**src/rtl/pmcc_params.svh**
```systemverilog
// Purpose: Constants of the power mode and clock control block.
// Assumes: Included by its bare name from each design file that needs it.
// Notes:   Byte address is four times the index.
`ifndef PMCC_PARAMS_SVH
`define PMCC_PARAMS_SVH

// ==========================================================
// Register indices in expanded bank F.
`define PMCC_IDX_PORT_CONFIG 4'h0
`define PMCC_IDX_STOP_RECOVERY 4'hB
`define PMCC_IDX_STATUS 4'hC

// ==========================================================
// Field positions.
`define PMCC_PORT_CONFIG_REG_COMP_OUT 0
`define PMCC_PORT_CONFIG_REG_P0_PULLUP 2
`define PMCC_PORT_CONFIG_REG_P0_STD 3
`define PMCC_PORT_CONFIG_REG_P2_STD 5
`define PMCC_PORT_CONFIG_REG_P3_STD 6
`define PMCC_PORT_CONFIG_REG_OSC_STD 7
`define PMCC_SMR_DIV16 0
`define PMCC_SMR_DIV2_BYPASS 1
`define PMCC_SMR_WARM 7

// ==========================================================
// Reset values and write masks.
`define PMCC_PORT_CONFIG_REG_RESET 8'hEC
`define PMCC_PORT_CONFIG_REG_WMASK 8'hED
`define PMCC_SMR_RESET 8'h20
`define PMCC_SMR_WMASK 8'h7F

// ==========================================================
// Wake source codes.
`define PMCC_SRC_POR_ONLY 3'h0
`define PMCC_SRC_WAKE0 3'h1
`define PMCC_SRC_WAKE1 3'h4
`define PMCC_SRC_WAKE2 3'h5
`define PMCC_SRC_WAKE3 3'h3
`define PMCC_SRC_NOR_LOW 3'h2
`define PMCC_SRC_NOR_ALL 3'h6

// ==========================================================
// Opcodes and timing.
`define PMCC_OP_NOP 8'hFF
`define PMCC_OP_STOP 8'h6F
`define PMCC_OP_HALT 8'h7F
`define PMCC_RESTART_ADDR 16'h000C
`define PMCC_POR_TIME_NS 5000000
`define PMCC_RC_PERIOD_NS 1000
`define PMCC_POR_RC_TICKS (`PMCC_POR_TIME_NS / `PMCC_RC_PERIOD_NS)

`endif

```
**src/rtl/pmcc_pkg.sv**
```systemverilog
// Purpose: Types shared by the power mode and clock control block.
// Assumes: Constants live in pmcc_params.svh.
// Notes:   Struct layouts follow the register bit order, MSB first.
package pmcc_pkg;

  // ==========================================================
  // Operating states.
  typedef enum logic [1:0] {
    PMCC_DELAY,
    PMCC_RUN,
    PMCC_HALT,
    PMCC_STOP
  } pmcc_state_e;

  // ==========================================================
  // Port configuration register layout.
  typedef struct packed {
    logic osc_std;
    logic p3_std;
    logic p2_std;
    logic rsv4;
    logic p0_std;
    logic p0_pullup;
    logic rsv1;
    logic comp_out;
  } pmcc_port_config_reg_s;

  // Stop recovery register layout.
  typedef struct packed {
    logic warm;
    logic level;
    logic delay;
    logic [2:0] src;
    logic div2_bypass;
    logic div16;
  } pmcc_smr_s;

endpackage

```
**src/rtl/pmcc_oneshot.sv**
```systemverilog
// Purpose: One-shot delay timer advanced by ticks of a slow oscillator.
// Assumes: tick_in is a one-cycle pulse.
// Notes:   A new start restarts the count from zero.
`timescale 1ns/100ps
module pmcc_oneshot #(
  parameter int COUNT = 5000
) (
  // Clock and reset.
  input wire logic clk_in,
  input wire logic resetn_in,
  // Control.
  input wire logic start_in,
  input wire logic tick_in,
  // Status.
  output logic busy_out,
  output logic done_out
);
  localparam int CW = $clog2(COUNT + 1);

  generate
    if (COUNT < 1) begin : g_chk
      $error("pmcc_oneshot: COUNT must be at least one");
    end
  endgenerate

  logic [CW-1:0] count;

  // ==========================================================
  // Count ticks while busy; done pulses once at the last tick.
  always_ff @(posedge clk_in or negedge resetn_in) begin
    if (!resetn_in) begin
      count <= '0;
      busy_out <= 1'b0;
      done_out <= 1'b0;
    end else begin
      done_out <= 1'b0;
      if (start_in) begin
        count <= '0;
        busy_out <= 1'b1;
      end else if (busy_out && tick_in) begin
        if (count == CW'(COUNT - 1)) begin
          busy_out <= 1'b0;
          done_out <= 1'b1;
        end else begin
          count <= count + 1'b1;
        end
      end
    end
  end
endmodule

```
**src/rtl/pmcc_clk_div.sv**
```systemverilog
// Purpose: System and timer clock enable generator.
// Assumes: The input clock stands for the crystal clock.
// Notes:   Divides by two unless bypassed, and by sixteen more when asked.
`timescale 1ns/100ps
module pmcc_clk_div (
  // Clock and reset.
  input wire logic clk_in,
  input wire logic resetn_in,
  // Divider control.
  input wire logic div2_bypass_in,
  input wire logic div16_in,
  // One-cycle enable at the divided rate.
  output logic tick_out
);
  logic [4:0] count;
  logic [4:0] last;

  // Terminal count for the chosen ratio of 1, 2, 16 or 32.
  always_comb begin
    last = {div16_in & ~div2_bypass_in, div16_in, div16_in, div16_in, div16_in | ~div2_bypass_in};
  end

  // ==========================================================
  // A ratio change takes effect at once; a count already past the new end wraps, so no tick is lost.
  always_ff @(posedge clk_in or negedge resetn_in) begin
    if (!resetn_in) begin
      count <= 5'h00;
      tick_out <= 1'b0;
    end else begin
      tick_out <= (count >= last);
      count <= (count >= last) ? 5'h00 : count + 5'h01;
    end
  end
endmodule

```
**src/rtl/pmcc_top.sv**
```systemverilog
// Purpose: Clock, low-power and stop recovery control of an 8-bit controller.
// Assumes: Inputs synchronous to the always-on clk_in.
// Notes:   Avalon-MM slave, one-cycle answer.
`timescale 1ns/100ps
`include "pmcc_params.svh"

// Summary of operation
// - One-shot delay starts on power-OK, delayed stop recovery, or watchdog time-out.
// - Delay counts the dedicated RC oscillator; execution waits until it expires.
// - Stop recovery bit 5 chooses whether the delay is skipped after STOP.
// - HALT gates the CPU clock; oscillator, timers and external interrupts keep running.
// - Any interrupt, external or internal, ends HALT.
// - Opcode 6F enters STOP, opcode 7F enters HALT.
// - STOP halts the internal clock and the crystal oscillator.
// - STOP ends only by a reset source; execution restarts at 000C.
// - Port config D0 routes both comparator outputs to port 3 pins 4 and 7.
// - Port config D2 selects open-drain or pulled-up port 0, default pulled up.
// - Port config D3, D5, D6 select low-EMI or standard drive, default standard.
// - Port config D7 selects oscillator drive without changing the clock ratio.
// - Port configuration register sits at bank F location 00.
// - Stop recovery bits are write-only except bit 7, the warm-start flag.
// - Stop recovery bit 6 picks the wake level.
// - Stop recovery bits 2 to 4 pick the wake source.
// - Stop recovery register sits at bank F address 0BH.
// - Stop recovery D0 adds divide-by-16 to system and timer clocks; cleared on recovery.
// - Stop recovery D1 low halves the clocks, high passes them; default low.
// - Source codes map to power-on only, wake pins, or NOR of port 2.
// - Wake level bit high means high level wakes; default low after power-on.
// - Stop recovery keeps the configuration registers instead of resetting them.
module pmcc_top #(
  parameter int POR_TICKS = `PMCC_POR_RC_TICKS
) (
  // Clock and reset.
  input wire logic clk_in,
  input wire logic resetn_in,
  // Avalon-MM slave.
  input wire logic [5:0] avs_address_in,
  input wire logic avs_read_in,
  input wire logic avs_write_in,
  input wire logic [31:0] avs_writedata_in,
  input wire logic [3:0] avs_byteenable_in,
  output logic [31:0] avs_readdata_out,
  output logic avs_waitrequest_out,
  // Reset sources and slow oscillator.
  input wire logic power_ok_in,
  input wire logic watchdog_timeout_in,
  input wire logic rc_tick_in,
  // CPU core side.
  input wire logic opcode_valid_in,
  input wire logic [7:0] opcode_in,
  input wire logic irq_pending_in,
  output logic cpu_clk_en_out,
  output logic timer_clk_en_out,
  output logic cpu_run_out,
  output logic restart_out,
  output logic [15:0] restart_addr_out,
  // Wake-up pins.
  input wire logic [3:0] wake_pin_in,
  input wire logic [7:0] port2_in,
  // Comparator routing on port 3.
  input wire logic [1:0] comparator_in,
  input wire logic [1:0] port3_data_in,
  output logic comparator_out_a_pin_out,
  output logic comparator_out_b_pin_out,
  // Pad and oscillator control.
  output logic osc_enable_out,
  output logic osc_std_drive_out,
  output logic port0_pullup_out,
  output logic port0_std_drive_out,
  output logic port2_std_drive_out,
  output logic port3_std_drive_out
);

  generate
    if (POR_TICKS < 1) begin : g_chk
      $error("pmcc_top: POR_TICKS must be at least one");
    end
  endgenerate

  // ==========================================================
  // Declarations.
  pmcc_pkg::pmcc_state_e state;
  pmcc_pkg::pmcc_port_config_reg_s port_config_reg;
  pmcc_pkg::pmcc_smr_s stop_recovery_reg;
  logic power_ok_prev;
  logic por_event;
  logic wdt_event;
  logic delay_start;
  logic delay_busy;
  logic delay_done;
  logic wake_raw;
  logic wake_level;
  logic wake_hit;
  logic stop_recover;
  logic sys_tick;
  logic last_was_nop;
  logic [3:0] reg_index;
  logic bus_req;
  logic bus_take;
  logic wr_en;
  logic [7:0] rd_byte;

  // ==========================================================
  // Reset source detection.
  // Only a power-OK rise counts as power-on.
  always_ff @(posedge clk_in or negedge resetn_in) begin
    if (!resetn_in) begin
      power_ok_prev <= 1'b0;
    end else begin
      power_ok_prev <= power_ok_in;
    end
  end

  assign por_event = power_ok_in & ~power_ok_prev;
  assign wdt_event = watchdog_timeout_in & power_ok_in;

  // ==========================================================
  // Wake source selection, a pure level path needing no crystal clock.
  always_comb begin
    unique case (stop_recovery_reg.src)
      `PMCC_SRC_WAKE0: wake_raw = wake_pin_in[0];
      `PMCC_SRC_WAKE1: wake_raw = wake_pin_in[1];
      `PMCC_SRC_WAKE2: wake_raw = wake_pin_in[2];
      `PMCC_SRC_WAKE3: wake_raw = wake_pin_in[3];
      `PMCC_SRC_NOR_LOW: wake_raw = ~|port2_in[3:0];
      `PMCC_SRC_NOR_ALL: wake_raw = ~|port2_in;
      default: wake_raw = 1'b0;
    endcase
  end

  // Power-on only and the unused code never wake the device.
  assign wake_level = (stop_recovery_reg.src == `PMCC_SRC_POR_ONLY) || (stop_recovery_reg.src == 3'h7)
                      ? 1'b0 : 1'b1;
  // The selected level, high or low, is the wake condition.
  assign wake_hit = wake_level & (wake_raw == stop_recovery_reg.level);
  // Sampled on the always-on clock, not on the stopped crystal clock.
  assign stop_recover = (state == pmcc_pkg::PMCC_STOP) & wake_hit & ~wdt_event & ~por_event;

  // ==========================================================
  // Power-on delay timer, clocked by the dedicated RC oscillator ticks.
  // A fast wake relies on the source standing long enough.
  assign delay_start = por_event | wdt_event | (stop_recover & stop_recovery_reg.delay);

  pmcc_oneshot #(
    .COUNT(POR_TICKS)
  ) u_delay (
    .clk_in(clk_in),
    .resetn_in(resetn_in),
    .start_in(delay_start),
    .tick_in(rc_tick_in),
    .busy_out(delay_busy),
    .done_out(delay_done)
  );

  // ==========================================================
  // System and timer clock divider.
  pmcc_clk_div u_div (
    .clk_in(clk_in),
    .resetn_in(resetn_in),
    .div2_bypass_in(stop_recovery_reg.div2_bypass),
    .div16_in(stop_recovery_reg.div16),
    .tick_out(sys_tick)
  );

  // ==========================================================
  // Flush history: a no-op should precede sleep.
  // An unflushed sleep is not refused; the sleep opcode itself clears last_was_nop.
  always_ff @(posedge clk_in or negedge resetn_in) begin
    if (!resetn_in) begin
      last_was_nop <= 1'b0;
    end else if (opcode_valid_in) begin
      last_was_nop <= (opcode_in == `PMCC_OP_NOP);
    end
  end

  // ==========================================================
  // Operating state.
  // Reset sources win; a power fail parks the block in DELAY.
  always_ff @(posedge clk_in or negedge resetn_in) begin
    if (!resetn_in) begin
      state <= pmcc_pkg::PMCC_DELAY;
    end else if (!power_ok_in || delay_start) begin
      state <= pmcc_pkg::PMCC_DELAY;
    end else begin
      unique case (state)
        pmcc_pkg::PMCC_DELAY: begin
          if (delay_done) begin
            state <= pmcc_pkg::PMCC_RUN;
          end
        end
        pmcc_pkg::PMCC_RUN: begin
          if (opcode_valid_in && opcode_in == `PMCC_OP_STOP) begin
            state <= pmcc_pkg::PMCC_STOP;
          end else if (opcode_valid_in && opcode_in == `PMCC_OP_HALT) begin
            state <= pmcc_pkg::PMCC_HALT;
          end
        end
        pmcc_pkg::PMCC_HALT: begin
          if (irq_pending_in) begin
            state <= pmcc_pkg::PMCC_RUN;
          end
        end
        pmcc_pkg::PMCC_STOP: begin
          if (stop_recover) begin
            state <= pmcc_pkg::PMCC_RUN;
          end
        end
      endcase
    end
  end

  // ==========================================================
  // Restart pulse and start address after any reset path.
  always_ff @(posedge clk_in or negedge resetn_in) begin
    if (!resetn_in) begin
      restart_out <= 1'b0;
      restart_addr_out <= `PMCC_RESTART_ADDR;
    end else begin
      restart_out <= power_ok_in & ~delay_start & ((state == pmcc_pkg::PMCC_DELAY & delay_done) | stop_recover);
      restart_addr_out <= `PMCC_RESTART_ADDR;
    end
  end

  // ==========================================================
  // Clock gating and oscillator control.
  // HALT keeps the timer clock and the crystal; STOP kills both.
  always_ff @(posedge clk_in or negedge resetn_in) begin
    if (!resetn_in) begin
      cpu_clk_en_out <= 1'b0;
      timer_clk_en_out <= 1'b0;
      cpu_run_out <= 1'b0;
      osc_enable_out <= 1'b1;
    end else begin
      cpu_clk_en_out <= sys_tick & (state == pmcc_pkg::PMCC_RUN);
      timer_clk_en_out <= sys_tick & ((state == pmcc_pkg::PMCC_RUN) | (state == pmcc_pkg::PMCC_HALT));
      cpu_run_out <= (state == pmcc_pkg::PMCC_RUN);
      osc_enable_out <= (state != pmcc_pkg::PMCC_STOP);
    end
  end

  // ==========================================================
  // Avalon-MM handshake.
  // Waitrequest drops one cycle after a request is seen;
  // a write lands at the edge where it is seen low.
  assign bus_req = avs_read_in | avs_write_in;
  assign bus_take = bus_req & avs_waitrequest_out;
  assign reg_index = avs_address_in[5:2];
  assign wr_en = avs_write_in & ~avs_waitrequest_out & avs_byteenable_in[0];

  always_ff @(posedge clk_in or negedge resetn_in) begin
    if (!resetn_in) begin
      avs_waitrequest_out <= 1'b1;
    end else begin
      avs_waitrequest_out <= ~bus_take;
    end
  end

  // Read multiplexer; write-only and reserved bits read as zero.
  always_comb begin
    unique case (reg_index)
      `PMCC_IDX_PORT_CONFIG: rd_byte = port_config_reg & `PMCC_PORT_CONFIG_REG_WMASK;
      `PMCC_IDX_STOP_RECOVERY: rd_byte = {stop_recovery_reg.warm, 7'h00};
      `PMCC_IDX_STATUS: rd_byte = {3'h0, last_was_nop, delay_busy, osc_enable_out, state};
      default: rd_byte = 8'h00;
    endcase
  end

  always_ff @(posedge clk_in or negedge resetn_in) begin
    if (!resetn_in) begin
      avs_readdata_out <= 32'h00000000;
    end else if (bus_take && avs_read_in) begin
      avs_readdata_out <= {24'h000000, rd_byte};
    end
  end

  // ==========================================================
  // Port configuration register.
  // Power-on and watchdog reload it; stop recovery keeps it.
  always_ff @(posedge clk_in or negedge resetn_in) begin
    if (!resetn_in) begin
      port_config_reg <= `PMCC_PORT_CONFIG_REG_RESET;
    end else if (por_event || wdt_event || !power_ok_in) begin
      port_config_reg <= `PMCC_PORT_CONFIG_REG_RESET;
    end else if (wr_en && reg_index == `PMCC_IDX_PORT_CONFIG) begin
      port_config_reg <= avs_writedata_in[7:0] & `PMCC_PORT_CONFIG_REG_WMASK;
    end
  end

  // ==========================================================
  // Stop recovery register.
  // Stop recovery clears divide-by-16 and sets the warm flag;
  // only power-on or power fail clears the flag, and a power fail clear wins over a set in the same cycle.
  always_ff @(posedge clk_in or negedge resetn_in) begin
    if (!resetn_in) begin
      stop_recovery_reg <= `PMCC_SMR_RESET;
    end else if (!power_ok_in || por_event) begin
      stop_recovery_reg <= `PMCC_SMR_RESET;
    end else if (wdt_event) begin
      stop_recovery_reg <= {stop_recovery_reg.warm, 7'h20};
    end else if (stop_recover) begin
      stop_recovery_reg.warm <= 1'b1;
      stop_recovery_reg.div16 <= 1'b0;
    end else if (wr_en && reg_index == `PMCC_IDX_STOP_RECOVERY) begin
      stop_recovery_reg <= {stop_recovery_reg.warm, avs_writedata_in[6:0]};
    end
  end

  // ==========================================================
  // Comparator routing and pad drive controls, all registered.
  // Oscillator drive never reaches the divider, so the ratio holds.
  always_ff @(posedge clk_in or negedge resetn_in) begin
    if (!resetn_in) begin
      comparator_out_a_pin_out <= 1'b0;
      comparator_out_b_pin_out <= 1'b0;
      osc_std_drive_out <= 1'b1;
      port0_pullup_out <= 1'b1;
      port0_std_drive_out <= 1'b1;
      port2_std_drive_out <= 1'b1;
      port3_std_drive_out <= 1'b1;
    end else begin
      comparator_out_a_pin_out <= port_config_reg.comp_out ? comparator_in[0] : port3_data_in[0];
      comparator_out_b_pin_out <= port_config_reg.comp_out ? comparator_in[1] : port3_data_in[1];
      osc_std_drive_out <= port_config_reg.osc_std;
      port0_pullup_out <= port_config_reg.p0_pullup;
      port0_std_drive_out <= port_config_reg.p0_std;
      port2_std_drive_out <= port_config_reg.p2_std;
      port3_std_drive_out <= port_config_reg.p3_std;
    end
  end

endmodule

```
**config.mk**
```make
export PLATFORM = sky130hd
export DESIGN_NAME = pmcc_top
export DESIGN_NICKNAME = d
export VERILOG_FILES = /design/src/rtl/pmcc_pkg.sv /design/src/rtl/pmcc_oneshot.sv /design/src/rtl/pmcc_clk_div.sv /design/src/rtl/pmcc_top.sv
export VERILOG_INCLUDE_DIRS = /design/src /design/src/rtl
export SDC_FILE = /design/constraint.sdc
export NUM_CORES = 1
export LEC_CHECK = 0
export BUFFER_PORTS_ARGS = -buffer_cell sky130_fd_sc_hd__buf_2
export CORE_MARGIN = 2
export CORE_UTILIZATION = 44
export DETAILED_ROUTE_END_ITERATION = 8
export GPL_TIMING_DRIVEN = 0
export PLACE_DENSITY = 0.8
export SETUP_SLACK_MARGIN = 0.1
export SLEW_MARGIN = 20
export SYNTH_ARGS = -nofsm -noshare
export SYNTH_HDL_FRONTEND = slang
export SYNTH_HIERARCHICAL = 1
export SYNTH_SLANG_ARGS = --single-unit
```
**constraint.sdc**
```tcl
create_clock -name clk_in -period 3.5 [get_ports clk_in]
set_input_delay 0.35 -clock clk_in [delete_from_list [all_inputs] [get_ports clk_in]]
set_output_delay 0.35 -clock clk_in [all_outputs]
set_load 0.01 [all_outputs]
```
==> impl_results.md <==
- Nets@finish: 512
- Worst setup EP type: flip-flop
- Post-Synthesis Cells: 309
- Post-Syn Area per Cell: 10.6 sq um
- Clk Latency, worst-skew pair: approximately 340 ps
- Top FF cell, synth: dfrtp_1
- Die Y: about 90 microns
- Maxcap violations: 0
- Sequential power share: 48.5%
- Final setup viols: 0
- Mapped Area: between 3000 and 4000 sq um
- Post-synthesis async set-or-reset flop share: 100%
- # fillers: 663
- Largest cells by area after synthesis: dfrtp_1 36%, dfstp_2 10%, buf_4 9.2%
- CTS buffer count: 9
- Sw frac: a little over a quarter
- RD Place Congestion: 0.859
- Yosys top cell by area: dfrtp_1
- Mean routed wirelength per cell: about 13 microns
- Tot GR Track Use: ~18%
- Reg-to-reg startpoint: stop_recovery_reg[3]
- Largest register FFs: 13
- Status: finished clean
- H-tree levels: 3
- Largest stage delay on the critical path: ~570 ps
- Drt drc: 0
- Worst-margin pin slew: around 790 ps
- Clock transition at the registers of the reported paths: roughly 60 ps
- Pleak: approximately 2.0 nW
- Die ar.: a little over 8000 sq um
- Clock power frac: a little over a third
- Min cycle time layout: 3120 ps
- Worst reg-to-reg setup slack: approximately 380 ps
- Seq/Total Area, Yosys: a little under half
- Drt first pass iters: 4
- Core area: 7210 sq um
- Worst-case reg-to-reg path depth: 10
- Final Skew: between 7 and 8 ps
- Count of cell types in the netlist: 62
- Area growth, synth to finish: 24.2%
- Worst path slowest cell: or4b_4
- Hold slack final: approximately 66 ps
- Comb power frac: around 16%
- Tot Pwr: approximately 1.6 mW
- Setup crit end: u_delay/count[3]
- TNS Setup: 0 ps
- Antenna diodes: 0
- Io pins: about 140
- P per Cell Area: ~380 nW/um^2
- Post-CTS sizing: 0
- Post-synth EDFFs: 0
- Rows: 31
- GR Overflow Total: 0
- Top-count cell post-synth: dfrtp_1
- WP data arrival: around 3300 ps
- DRT iter0 DRCs: approximately 120
- Clock Path Buffers: 2
- Placed instance area: between 3000 and 4000 sq um
- Hold Crit Class: in2async
- Root Driver: clkbuf_8
- CTS tree: done
- Synth top area share: between 30% and 40%
- Data required, critical path: ~3700 ps
- Psw: between 400 and 500 uW
- Initial antenna violation count: 0
- Crit path top cell by count: or4b_4
- Critical path type: reg2reg
- Die W: about 90 microns
- Global-route wire length before repair: ~12000 microns
- Starting density of the core: between 40% and 50%
- #FFs+latches synth: 60
- Layout cells sized above 1: 36.4%
- Max_slew headroom: between 40% and 50%
- Vias in the first global route: between 2000 and 2500
- Max FO, Critical Path: 9
- Fraction of the cycle the final worst path needs: between 80 and 90%
- Yosys warning count: 6
- Top post-synthesis cells by count: 47 x dfrtp_1, 40 x buf_4, 30 x nand2_1
- Fin. Hold Viols: 0
- Maximum number of pins on one net before global-route repair: between 60 and 70
- Worst VDD drop: around 0.19 mV
- RSZ-0062 raised after global routing: false
- Worst path cell trace: or4bb_1 > o311ai_0 > or4b_4 > nand2_2 > a22o_1 > buf_6 > or4b_4 > nor4b_2 > or4_1 > a21oi_1
- Slew Limit Fails: 0
- Drt via density: between 4 and 5
- Antenna-violating nets left: 0
- CP startpoint: stop_recovery_reg[3]
- R2r endpoint: u_delay/count[3]
- Internal power: between 1 and 1.5 mW
- Hpwl dp: around 5300 microns
- Via count: 2526
- Fmax: between 300 and 400 MHz
- WL final: roughly 6900 microns
- Clk sink count: 60
- Startpoint Class: flip-flop
- IO buf count: 66
- Final standard cell area without fillers: 4070 sq um
placed cells by master (no fill, tap or decap), types with 3 or more instances in the layout:
cell      netlist  final
buf_2           3     68
dfrtp_1        47     47
buf_4          40     43
conb_1          2     40
nand2_1        30     30
nor2_1         23     23
inv_1          17     17
mux2i_1        15     15
dfstp_2        13     13
ha_1           11     11
clkbuf_8        0     11
nor4_1          9      8
xnor2_1         8      8
nand3_1         7      7
o21ai_0         6      6
a21oi_1         5      5
nor3_1          5      5
a311oi_1        5      5
and2_1          4      4
clkbuf_1        1      4
a221o_1         4      4
a22o_1          3      3
nand4_1         3      3
xor2_1          3      3
nor2b_1         3      3
metrics by stage:
step	util (%)	std cells	worst slack (ps)
final	56.4	530	377
after global routing	56.4	530	172
after CTS	56.1	528	259
after detailed placement	53.7	512	268
after global placement	53.7	512	312
after floorplan	-	347	595
area by class of cell:
cell class / instances / area [sq um] / share of cell area [%]
multi-input combinational: 225 / 1520 / 37.2
buffer: 45 / 330 / 8.11
tap: 99 / 124 / 3.04
clock buffer: 14 / 163 / 4.00
clock inverter: 2 / 10.0 / 0.246
inverter: 17 / 63.8 / 1.57
sequential: 60 / 1520 / 37.3
timing repair buffer: 68 / 348 / 8.54
power by group through the flow:
| stage | Sequential [mW] | Combinational (mW) | Clock, mW |
|---|---|---|---|
| after floorplan | 0.766 | 0.174 | 0 |
| after global placement | 0.767 | 0.244 | 0 |
| after detailed placement | 0.769 | 0.253 | 0 |
| after CTS | 0.757 | 0.254 | 0.561 |
| after global routing | 0.764 | 0.287 | 0.590 |
| final | 0.758 | 0.253 | 0.550 |
how the worst min path moves through the flow:
stage / startpoint / end / slack, ps / depth (start not counted)
floorplan: resetn_in / avs_readdata_out[0] / 50 / 0
global placement: port_config_reg[7] / osc_std_drive_out / 370 / 0
detailed placement: port_config_reg[7] / osc_std_drive_out / 370 / 0
CTS: resetn_in / u_delay/count[9] / 90 / 1
global route: resetn_in / u_delay/count[9] / 150 / 1
finish: resetn_in / u_delay/count[4] / 70 / 1
cell families after synthesis:
| kind of cell | count (synthesis) | share of synthesized area (%) |
|---|---|---|
| compound gates | 42 | 11.2 |
| xor+xnor | 11 | 2.94 |
| fa+ha+maj | 11 | 4.20 |
| buf+inv | 62 | 12.0 |
| flops | 60 | 46.3 |
| mux | 18 | 5.61 |
| other cells | 2 | 0.229 |
| simple gates | 103 | 17.5 |
critical path: cells and delay by family, from the launching register on:
family          cells  cell delay (ps)
flops               1              450
compound gates      3              410
buf+inv             1              140
simple gates        6             2010
layer usage:
| layer | wire, microns | vias up | track usage [%] |
|---|---|---|---|
| met4 | 119 | 0 | 7.31 |
| met3 | 322 | 10 | 4.76 |
| li1 | - | 1255 | - |
| met2 | 3400 | 69 | 29.1 |
| met1 | 3010 | 1192 | 22.7 |
| met5 | 0 | - | 0 |
timing repair:
item | CTS | global route
endpoints found under the setup margin | 0 | 3
setup buffers | 0 | 2
hold buffers | 0 | 0
Power figures use the tool's default switching activity.
